`src/shared/wdt_params.svh`:
```
// Offsets, field positions, reset values and counts of the watchdog block
`ifndef WDT_PARAMS_SVH
`define WDT_PARAMS_SVH

// ----------------------------------------------------------------------
// Register indexes (byte address is four times the index)
// ----------------------------------------------------------------------
`define WDT_SERVICE_IDX 20'hfffab
`define WDT_STATUS_IDX 20'hfff00
`define WDT_MASK_IDX 20'hfff01

// ----------------------------------------------------------------------
// Service register values
// ----------------------------------------------------------------------
`define WDT_SERVICE_KEY 8'hac
`define WDT_READ_DISABLED 8'h1a
`define WDT_READ_ENABLED 8'h9a
`define WDT_BYTE_STRB 4'h1

// ----------------------------------------------------------------------
// Status and mask layout
// ----------------------------------------------------------------------
`define WDT_ST_INTERVAL_BIT 0
`define WDT_ST_RESET_BIT 4
`define WDT_ST_USED 8'h11
`define WDT_MASK_RESET 8'h00

// ----------------------------------------------------------------------
// Overflow points in low-speed clock periods, per select code
// ----------------------------------------------------------------------
`define WDT_OVF_0 16'h003f
`define WDT_OVF_1 16'h007f
`define WDT_OVF_2 16'h00ff
`define WDT_OVF_3 16'h01ff
`define WDT_OVF_4 16'h07ff
`define WDT_OVF_5 16'h1fff
`define WDT_OVF_6 16'h3fff
`define WDT_OVF_7 16'hffff

// ----------------------------------------------------------------------
// Bus answers
// ----------------------------------------------------------------------
`define WDT_RESP_OKAY 2'h0
`define WDT_RESP_SLVERR 2'h2

`endif

```
`src/shared/wdt_pkg.sv`:
```
// Types shared by the watchdog block
package wdt_pkg;

    localparam int ADDR_W = 22;

    // Option byte bits 4..0 as latched at reset
    typedef struct packed {
        logic count_enable_option;
        logic [2:0] overflow_select;
        logic standby_run_option;
    } option_t;

    // Counter modes, one-hot
    typedef enum logic [2:0] {
        ST_OFF = 3'h1,
        ST_RUN = 3'h2,
        ST_HOLD = 3'h4
    } mode_t;

endpackage

```
`src/core/wdt_core.sv`:
```
// Watchdog timer with interval interrupt and AXI4-Lite register slave
//
// The AXI4-Lite interface to the registers is this design's own decision.
`timescale 1ns/10ps
`include "wdt_params.svh"
// ----------------------------------------------------------------------
// ----------------------------------------------------------------------
module wdt_core #(
    parameter int CNT_W = 16
) (
    input wire logic CLOCK_I,
    input wire logic RST_I,
    input wire logic LS_CLOCK_I,
    input wire logic [4:0] OPTION_I,
    input wire logic STANDBY_I,
    input wire logic [wdt_pkg::ADDR_W-1:0] AWADDR_I,
    input wire logic AWVALID_I,
    output logic AWREADY_O,
    input wire logic [31:0] WDATA_I,
    input wire logic [3:0] WSTRB_I,
    input wire logic WVALID_I,
    output logic WREADY_O,
    output logic [1:0] BRESP_O,
    output logic BVALID_O,
    input wire logic BREADY_I,
    input wire logic [wdt_pkg::ADDR_W-1:0] ARADDR_I,
    input wire logic ARVALID_I,
    output logic ARREADY_O,
    output logic [31:0] RDATA_O,
    output logic [1:0] RRESP_O,
    output logic RVALID_O,
    input wire logic RREADY_I,
    output logic IRQ_O,
    output logic INTERVAL_IRQ_O,
    output logic RESET_REQ_O
);

    // Elaboration check: the longest overflow point must fit the counter
    if (CNT_W < 16) begin : g_cnt_w_check
        $error("CNT_W must hold the longest overflow point");
    end

    // ------------------------------------------------------------------
    // Synchronisers and option latch
    // ------------------------------------------------------------------
    logic ls_s1, ls_s2, ls_s3;
    logic stby_s1, stby_s2;
    logic [4:0] opt_s1, opt_s2;
    wdt_pkg::option_t opt;
    logic tick;

    // Pins from other domains pass two flops before any logic reads them
    always_ff @(posedge CLOCK_I) begin
        ls_s1 <= LS_CLOCK_I;
        ls_s2 <= ls_s1;
        ls_s3 <= ls_s2;
        stby_s1 <= STANDBY_I;
        stby_s2 <= stby_s1;
        opt_s1 <= OPTION_I;
        opt_s2 <= opt_s1;
    end

    // Option byte is sampled while reset is held, then frozen
    always_ff @(posedge CLOCK_I) begin
        if (RST_I) begin
            opt <= wdt_pkg::option_t'(opt_s2);
        end
    end

    // One tick per low-speed rising edge; sync jitter is the slack
    assign tick = ls_s2 & ~ls_s3;

    // ------------------------------------------------------------------
    // Overflow point and interval threshold
    // ------------------------------------------------------------------
    logic [15:0] ovf_point;
    logic [16:0] thresh;

    // Period selected by the option code
    always_comb begin
        case (opt.overflow_select)
            3'h0: ovf_point = `WDT_OVF_0;
            3'h1: ovf_point = `WDT_OVF_1;
            3'h2: ovf_point = `WDT_OVF_2;
            3'h3: ovf_point = `WDT_OVF_3;
            3'h4: ovf_point = `WDT_OVF_4;
            3'h5: ovf_point = `WDT_OVF_5;
            3'h6: ovf_point = `WDT_OVF_6;
            default: ovf_point = `WDT_OVF_7;
        endcase
    end

    // 3/4 of (N + 1) ticks equals 3/4 of the period plus 3/4 tick
    always_comb begin
        thresh = 17'(({1'b0, ovf_point} + 17'h00001) >> 2) * 17'h00003;
    end

    // ------------------------------------------------------------------
    // AXI4-Lite write channel
    // ------------------------------------------------------------------
    logic aw_have, w_have;
    logic [wdt_pkg::ADDR_W-1:0] aw_addr;
    logic [7:0] w_data;
    logic [3:0] w_strb;
    logic wr_fire;
    logic [19:0] wr_idx;
    logic kick, violation;
    logic [7:0] st_clear, mask;

    assign wr_fire = aw_have & w_have & ~BVALID_O;
    assign wr_idx = aw_addr[wdt_pkg::ADDR_W-1:2];

    // Address and data are taken in either order and held until used
    always_ff @(posedge CLOCK_I) begin
        if (RST_I) begin
            aw_have <= 1'b0;
            w_have <= 1'b0;
            AWREADY_O <= 1'b1;
            WREADY_O <= 1'b1;
            aw_addr <= '0;
            w_data <= 8'h00;
            w_strb <= 4'h0;
        end else begin
            if (AWVALID_I && AWREADY_O) begin
                aw_have <= 1'b1;
                aw_addr <= AWADDR_I;
                AWREADY_O <= 1'b0;
            end else if (wr_fire) begin
                aw_have <= 1'b0;
            end
            if (WVALID_I && WREADY_O) begin
                w_have <= 1'b1;
                w_data <= WDATA_I[7:0];
                w_strb <= WSTRB_I;
                WREADY_O <= 1'b0;
            end else if (wr_fire) begin
                w_have <= 1'b0;
            end
            if (BVALID_O && BREADY_I) begin
                AWREADY_O <= 1'b1;
                WREADY_O <= 1'b1;
            end
        end
    end

    // Decode of a completed write
    always_comb begin
        kick = 1'b0;
        violation = 1'b0;
        st_clear = 8'h00;
        if (!wr_fire) begin
            kick = 1'b0;
        end else if (wr_idx == `WDT_SERVICE_IDX) begin
            // Anything but a whole byte of the key is a runaway program
            if (w_strb != `WDT_BYTE_STRB) begin
                violation = 1'b1;
            end else if (w_data != `WDT_SERVICE_KEY) begin
                violation = 1'b1;
            end else begin
                kick = 1'b1;
            end
        end else if (wr_idx == `WDT_STATUS_IDX) begin
            st_clear = w_strb[0] ? (w_data & `WDT_ST_USED) : 8'h00;
        end
    end

    // Write answer, error for unmapped addresses
    always_ff @(posedge CLOCK_I) begin
        if (RST_I) begin
            BVALID_O <= 1'b0;
            BRESP_O <= `WDT_RESP_OKAY;
        end else if (wr_fire) begin
            BVALID_O <= 1'b1;
            if (wr_idx == `WDT_SERVICE_IDX || wr_idx == `WDT_STATUS_IDX ||
                wr_idx == `WDT_MASK_IDX) begin
                BRESP_O <= `WDT_RESP_OKAY;
            end else begin
                BRESP_O <= `WDT_RESP_SLVERR;
            end
        end else if (BREADY_I) begin
            BVALID_O <= 1'b0;
        end
    end

    // Mask register, same layout as status
    always_ff @(posedge CLOCK_I) begin
        if (RST_I) begin
            mask <= `WDT_MASK_RESET;
        end else if (wr_fire && wr_idx == `WDT_MASK_IDX && w_strb[0]) begin
            mask <= w_data & `WDT_ST_USED;
        end
    end

    // ------------------------------------------------------------------
    // Counter and mode
    // ------------------------------------------------------------------
    wdt_pkg::mode_t mode;
    logic [CNT_W-1:0] count;
    logic overflow, interval_hit, wdt_event;

    // Standby stops the count only when standby running is not opted
    always_ff @(posedge CLOCK_I) begin
        if (RST_I) begin
            mode <= wdt_pkg::ST_OFF;
        end else begin
            case (mode)
                wdt_pkg::ST_OFF: begin
                    if (opt.count_enable_option) begin
                        mode <= wdt_pkg::ST_RUN;
                    end
                end
                wdt_pkg::ST_RUN: begin
                    if (stby_s2 && !opt.standby_run_option) begin
                        mode <= wdt_pkg::ST_HOLD;
                    end
                end
                wdt_pkg::ST_HOLD: begin
                    if (!stby_s2) begin
                        mode <= wdt_pkg::ST_RUN;
                    end
                end
                default: mode <= wdt_pkg::ST_OFF;
            endcase
        end
    end

    assign overflow = (mode == wdt_pkg::ST_RUN) && tick &&
        (count == CNT_W'(ovf_point - 16'h0001));
    assign interval_hit = (mode == wdt_pkg::ST_RUN) && tick && !violation &&
        (CNT_W'(count + 1'b1) == CNT_W'(thresh));
    // A key in the final count beats the overflow in the same cycle
    assign wdt_event = (overflow && !kick) || violation;

    // Count held at zero outside RUN, so standby exit starts fresh
    always_ff @(posedge CLOCK_I) begin
        if (RST_I) begin
            count <= '0;
        end else if (kick || wdt_event) begin
            count <= '0;
        end else if (mode != wdt_pkg::ST_RUN) begin
            count <= '0;
        end else if (tick) begin
            count <= count + 1'b1;
        end
    end

    // Reset request and interval pulse, one cycle each
    always_ff @(posedge CLOCK_I) begin
        if (RST_I) begin
            RESET_REQ_O <= 1'b0;
            INTERVAL_IRQ_O <= 1'b0;
        end else begin
            RESET_REQ_O <= wdt_event;
            INTERVAL_IRQ_O <= interval_hit && !kick;
        end
    end

    // ------------------------------------------------------------------
    // Status, interrupt
    // ------------------------------------------------------------------
    logic [7:0] status, st_set;

    always_comb begin
        st_set = 8'h00;
        st_set[`WDT_ST_INTERVAL_BIT] = interval_hit && !kick;
        st_set[`WDT_ST_RESET_BIT] = wdt_event;
    end

    // Sticky bits; a set in the clearing cycle wins
    always_ff @(posedge CLOCK_I) begin
        if (RST_I) begin
            status <= 8'h00;
        end else begin
            status <= (status & ~st_clear) | st_set;
        end
    end

    always_ff @(posedge CLOCK_I) begin
        if (RST_I) begin
            IRQ_O <= 1'b0;
        end else begin
            IRQ_O <= |(status & mask);
        end
    end

    // ------------------------------------------------------------------
    // AXI4-Lite read channel
    // ------------------------------------------------------------------
    logic [19:0] rd_idx;
    logic rd_service;

    assign rd_idx = ARADDR_I[wdt_pkg::ADDR_W-1:2];

    // Service register reads a fixed code, never the key
    always_ff @(posedge CLOCK_I) begin
        if (RST_I) begin
            ARREADY_O <= 1'b1;
            RVALID_O <= 1'b0;
            RDATA_O <= 32'h0000_0000;
            RRESP_O <= `WDT_RESP_OKAY;
            rd_service <= 1'b0;
        end else if (ARVALID_I && ARREADY_O) begin
            ARREADY_O <= 1'b0;
            RVALID_O <= 1'b1;
            RRESP_O <= `WDT_RESP_OKAY;
            rd_service <= 1'b0;
            if (rd_idx == `WDT_SERVICE_IDX) begin
                rd_service <= 1'b1;
                RDATA_O <= {24'h000000, opt.count_enable_option ?
                    `WDT_READ_ENABLED : `WDT_READ_DISABLED};
            end else if (rd_idx == `WDT_STATUS_IDX) begin
                RDATA_O <= {24'h000000, status};
            end else if (rd_idx == `WDT_MASK_IDX) begin
                RDATA_O <= {24'h000000, mask};
            end else begin
                RDATA_O <= 32'h0000_0000;
                RRESP_O <= `WDT_RESP_SLVERR;
            end
        end else if (RVALID_O && RREADY_I) begin
            RVALID_O <= 1'b0;
            ARREADY_O <= 1'b1;
        end
    end
endmodule

```
`config.mk`:
```
export PLATFORM = sky130hd
export DESIGN_NAME = wdt_core
export DESIGN_NICKNAME = d
export VERILOG_FILES = /design/src/shared/wdt_pkg.sv /design/src/core/wdt_core.sv
export VERILOG_INCLUDE_DIRS = /design/src /design/src/shared
export SDC_FILE = /design/constraint.sdc
export NUM_CORES = 1
export LEC_CHECK = 0
export ABC_AREA = 1
export BUFFER_PORTS_ARGS = -buffer_cell sky130_fd_sc_hd__buf_2
export CELL_PAD_IN_SITES_DETAIL_PLACEMENT = 0
export CELL_PAD_IN_SITES_GLOBAL_PLACEMENT = 1
export CORE_MARGIN = 10
export CORE_UTILIZATION = 40
export CTS_BUF_LIST = sky130_fd_sc_hd__clkbuf_16
export DETAILED_ROUTE_END_ITERATION = 8
export PLACE_DENSITY = 0.88
export SYNTH_ARGS = -nofsm -noshare
export SYNTH_HDL_FRONTEND = slang
export SYNTH_SLANG_ARGS = --single-unit
```
`constraint.sdc`:
```
create_clock -name CLOCK_I -period 3.55 [get_ports CLOCK_I]
set_input_delay 0.5325 -clock CLOCK_I [delete_from_list [all_inputs] [get_ports CLOCK_I]]
set_output_delay 0.5325 -clock CLOCK_I [all_outputs]
set_load 0.1 [all_outputs]
```
Yosys cells after proc, flatten, opt, wreduce, memory -nomap -nowiden
Cells that the tools add are included.
{"block": "word_totals", "register_bits": 129, "inputBits": 94, "word_cells": 130}
{"block": "classes", "add_sub_neg": 3, "mul": 1, "eq_ne": 23, "n_mux": 34, "bitwise": 9, "n_reduce_logical": 30}
{"op": "$eq 20x20->1 const B", "n": 6}
{"op": "$pmux 16 s7", "n": 1}
{"op": "$eq 16x16->1", "n": 2}
{"op": "$mux 5", "n": 5}
{"op": "$mux 8", "n": 3}
{"op": "$add 16x1->17 const B", "n": 1}
{"op": "$mux 1", "n": 17}
{"op": "$add 16x1->16 const B", "n": 1}
{"op": "$mul 15x2->16 const B", "n": 1}
{"op": "$sub 16x1->16 const B", "n": 1}
{"op": "$logic_and 1x1->1", "n": 14}
{"op": "$eq 3x3->1 const B", "n": 4}
{"op": "$eq 3x2->1 const B", "n": 3}
{"op": "$mux 3", "n": 3}
{"op": "$pmux 3 s3", "n": 1}
{"op": "$and 8x5->8", "n": 1}
{"op": "$and 8x8->8", "n": 1}
{"op": "$mux 2", "n": 4}
{"op": "$ne 8x8->1 const B", "n": 1}
{"op": "$not 8->8", "n": 1}
{"op": "$or 8x5->8", "n": 1}
{"op": "$reduce_bool 2->1", "n": 4}
{"op": "$reduce_or 8->1", "n": 1}
{"op": "$eq 3x1->1 const B", "n": 2}
{"op": "11 further kinds", "n": 21}

Logic depth before layout (Yosys ltp)
{"block": "logic_depth", "ltp_word": 10, "depth_mapped": 20, "ltp_nobuf": 19}

Least setup slack after synthesis
Ideal clock, no wire load.
{"block": "synth_timing", "kind": "register to register", "from": "register opt[1] in the netlist's numbering", "to": "register status[0]", "setup_ns": 0.059, "arrival_ns": 2.386, "required_ns": 3.491, "path_slack_ns": 1.105, "stages_incl_launch_ff": 16, "synth_period_minus_slack_ns": 2.445, "path_cell_list": "edfxtp_1 > nor2_1 > nand2_2 > ha_1 > xor2_1 > ha_1 > or2_2 > nand3_1 > nand3_1 > nand2_1 > nor2_1 > nor2_1 > nand2_1 > nor2_1 > nand4_1 > nand2_1"}
{"block": "synth_via", "elab_chain_cells": 8, "elab_cells_between_ends": 14}
{"item": "from (decl)", "line_no": "wdt_core.sv:49", "source": "wdt_pkg::option_t opt;"}
{"item": "from (signal assigned)", "line_no": "wdt_core.sv:66", "source": "opt <= wdt_pkg::option_t'(opt_s2);"}
{"item": "$eq 3x3->1 (tied with other cells)", "line_no": "wdt_core.sv:81", "source": "case (opt.overflow_select)"}
{"item": "$pmux 16 s7 (*)", "line_no": "wdt_core.sv:81"}
{"item": "$add 16x1->17 (*)", "line_no": "wdt_core.sv:95", "source": "thresh = 17'(({1'b0, ovf_point} + 17'h00001) >> 2) * 17'h00003;"}
{"item": "$mul 15x2->16 (*)", "line_no": "wdt_core.sv:95"}
{"item": "$eq 16x16->1 (*)", "line_no": "wdt_core.sv:230", "source": "(CNT_W'(count + 1'b1) == CNT_W'(thresh));"}
{"item": "$logic_and 1x1->1 (*)", "line_no": "wdt_core.sv:229", "source": "assign interval_hit = (mode == wdt_pkg::ST_RUN) && tick && !violation &&"}
{"item": "$logic_and 1x1->1 (*)", "line_no": "wdt_core.sv:265", "source": "st_set[`WDT_ST_INTERVAL_BIT] = interval_hit && !kick;"}
{"item": "$or 8x5->8 (*)", "line_no": "wdt_core.sv:274", "source": "status <= (status & ~st_clear) | st_set;"}
{"item": "to (signal assigned)", "line_no": "wdt_core.sv:274"}
{"item": "to (decl)", "line_no": "wdt_core.sv:261", "source": "logic [7:0] status, st_set;"}
Every way passes the cells marked *; elsewhere a longest branch is shown, timed or not.
A chain may end at the register's enable or synchronous reset.

Final worst setup path
{"block": "layout_timing", "from": "register opt[3] in the netlist's numbering", "to": "register status[0]"}
Same word-level chain as after synthesis.

==> flow_metrics.env <==
export IMPL_status="complete, no violations"
export IMPL_htreeDepth=3
export IMPL_clock_latency_ns=0.34
export IMPL_ys_flop_type="dfxtp_1"
export IMPL_cts_sinks=91
export IMPL_critPathArrivalTime_ns=3.28
export IMPL_vias_per_cell=4.62
export IMPL_final_area_mm2=0.00583
export IMPL_finalCriticalPeriod_ns=3.00
export IMPL_netlist_area_leader_share=0.339
export IMPL_final_hold_viol_count=0
export IMPL_setup_violations=0
export IMPL_post_route_util=0.466
export IMPL_cts_buffer_depth=2
export IMPL_cts_root_buffer="clkbuf_16"
export IMPL_path_max_fanout=9
export IMPL_drtPass1Iterations=4
export IMPL_instances_no_fill=999
export IMPL_dp_cells=983
export IMPL_gp_congestion=0.884
export IMPL_cp_end_kind="flop"
export IMPL_hp_class="in -> reg"
export IMPL_power_switching_mw=0.874
export IMPL_rows=41
export IMPL_fin_crit_sh=0.845
export IMPL_seqPwrFrac=0.424
export IMPL_hpwlAfterDp_um=9770
export IMPL_ys_seq_elements=91
export IMPL_fp_coreArea_mm2=0.0125
export IMPL_swShare=0.323
export IMPL_clock_fmax_mhz=333
export IMPL_max_slew_margin=0.340
export IMPL_worstPathRequired_ns=3.83
export IMPL_cpPeakStageDelay_ns=0.49
export IMPL_critPathTopFamily="simple AND/OR/NAND/NOR gates"
export IMPL_n_fill_cell=1359
export IMPL_synth_cell_type_count=43
export IMPL_vias=4614
export IMPL_crit_slowest_cell="edfxtp_1"
export IMPL_intPower_mw=1.83
export IMPL_pin_count=138
export IMPL_diodes=0
export IMPL_path_class="reg -> reg"
export IMPL_critPathBufInv=1
export IMPL_cts_setup_buffers=0
export IMPL_skew_ns=0.00419
export IMPL_setup_tns_ns=0
export IMPL_grt_pass1_vias=4505
export IMPL_ant_nets=0
export IMPL_grt_overflow=0
export IMPL_holdWs_ns=0.290
export IMPL_syn_inst=746
export IMPL_drt_initial_drc_count=252
export IMPL_power_density_mw_per_mm2=464
export IMPL_synth_area_leaders="dfxtp_1, nand2_1, nor2_1"
export IMPL_finalMaxSlewViolations=0
export IMPL_area_growth_pct=14.8
export IMPL_io_buffers=80
export IMPL_grtUsageTotal=0.138
export IMPL_wl_um=12200
export IMPL_post_synth_top_count_cell="nand2_1"
export IMPL_numCtsBuffers=9
export IMPL_fin_nets=929
export IMPL_yosys_warnings=0
export IMPL_clkSlewWorstSetupHoldPaths_ns=0.07
export IMPL_dieArea_mm2=0.0176
export IMPL_p_comb_frac=0.206
export IMPL_grt_first_pass_wirelength_um=20600
export IMPL_synth_edff_count=5
export IMPL_ir_worst_vdd_v=0.000317
export IMPL_netlist_area_mm2=0.00508
export IMPL_async_flop_share=0
export IMPL_cp_start_kind="flop"
export IMPL_grt_max_degree=40
export IMPL_route_detailed_drc=0
export IMPL_rsz0062_at_grt="no"
export IMPL_seq_area_frac_synth=0.368
export IMPL_cts_tree="done"
export IMPL_cts_hold_buf=0
export IMPL_die_x_um=133
export IMPL_p_leak_nw=2.65
export IMPL_initial_core_util=0.406
export IMPL_synth_commonest_cells="nand2_1, nor2_1, dfxtp_1"
export IMPL_cap_violations=0
export IMPL_synth_area_leader_cell="dfxtp_1"
export IMPL_postSynthAreaPerCell_um2=6.81
export IMPL_grt_antenna_before_repair=0
export IMPL_cts_resized=0
export IMPL_drive_above_1_share=0.157
export IMPL_crit_chain="inv_2, nand2_2, ha_1, xor2_1, ha_1, or2_2, nand3_1, nand3_1, nand2_1, nor2_1, nor2_1, nand2_1, nor2_1, nand4_1, nand2_1"
export IMPL_wire_per_inst_um=12.2
export IMPL_clkPwrFrac=0.370
export IMPL_die_h_um=133
export IMPL_worst_pin_slew_ns=0.989
export IMPL_place_area_mm2=0.00551
final timing paths:
kind               start         to  slack, ns  cells after the start
max               opt[3]  status[0]       0.55                     15
max reg2reg       opt[3]  status[0]       0.55                     15
min reg2reg    opt_s1[3]  opt_s2[3]       0.32                      0
min          OPTION_I[1]  opt_s1[1]       0.29                      1
layout by cell type, fill, tap and decap left out, types with 15 or more instances in the layout:
cell type and instances:
a21oi_1 29, nor2_1 126, nand4_1 15, buf_2 80, inv_1 76, nand2_1 171
nand3_1 46, dfxtp_1 86, o21ai_0 58, conb_1 30
sequential cells by signal, summed over array words and instances (netlist names), 2 cells and up:
name	cells
status	2
opt	5
RDATA_O	4
w_data	8
count	16
opt_s1	5
opt_s2	5
aw_addr	20
w_strb	4
mask	2
mode	3
metal layers:
metal / vias to the layer above / global-route usage / share of wire
met1: 2003 / 0.173 / 0.46
met3: 10 / 0.0466 / 0.068
met4: 0 / 0.0342 / 0.011
li1: 2494 / - / -
met5: - / 0 / 0
met2: 107 / 0.222 / 0.46
metrics by stage:
stage	worst slack (ns)	total power, mW
3_3_place_gp	0.566	1.72
4_1_cts	0.541	2.74
6_report	0.550	2.71
2_1_floorplan	1.11	1.65
3_5_place_dp	0.570	1.73
5_1_grt	0.274	2.85
cells by family after synthesis:
group	synth area share
and+or+nand+nor	0.357
xor gates and xnor gates	0.0155
DFF	0.368
buffers and inverters	0.121
adders and majority gates	0.0320
other	0.000738
AOI/OAI and AO/OA	0.105
final cells by class:
cell class	instances	area [um2]	share of cell area
sequential	91	1870	0.321
clock inverter	6	70.1	0.0120
tap	172	215	0.0369
inverter	81	304	0.0522
timing repair buffer	82	415	0.0713
clock buffer	10	250	0.0429
multi-input combinational	557	2700	0.464
power by group through the flow:
stage / clock network, mW / registers (mW) / logic (mW)
floorplan: 0 / 1.22 / 0.430
global placement: 0 / 1.17 / 0.557
global route: 1.08 / 1.16 / 0.615
detailed placement: 0 / 1.17 / 0.560
finish: 1.00 / 1.15 / 0.558
CTS: 1.03 / 1.15 / 0.561
Power figures use the tool's default switching activity.
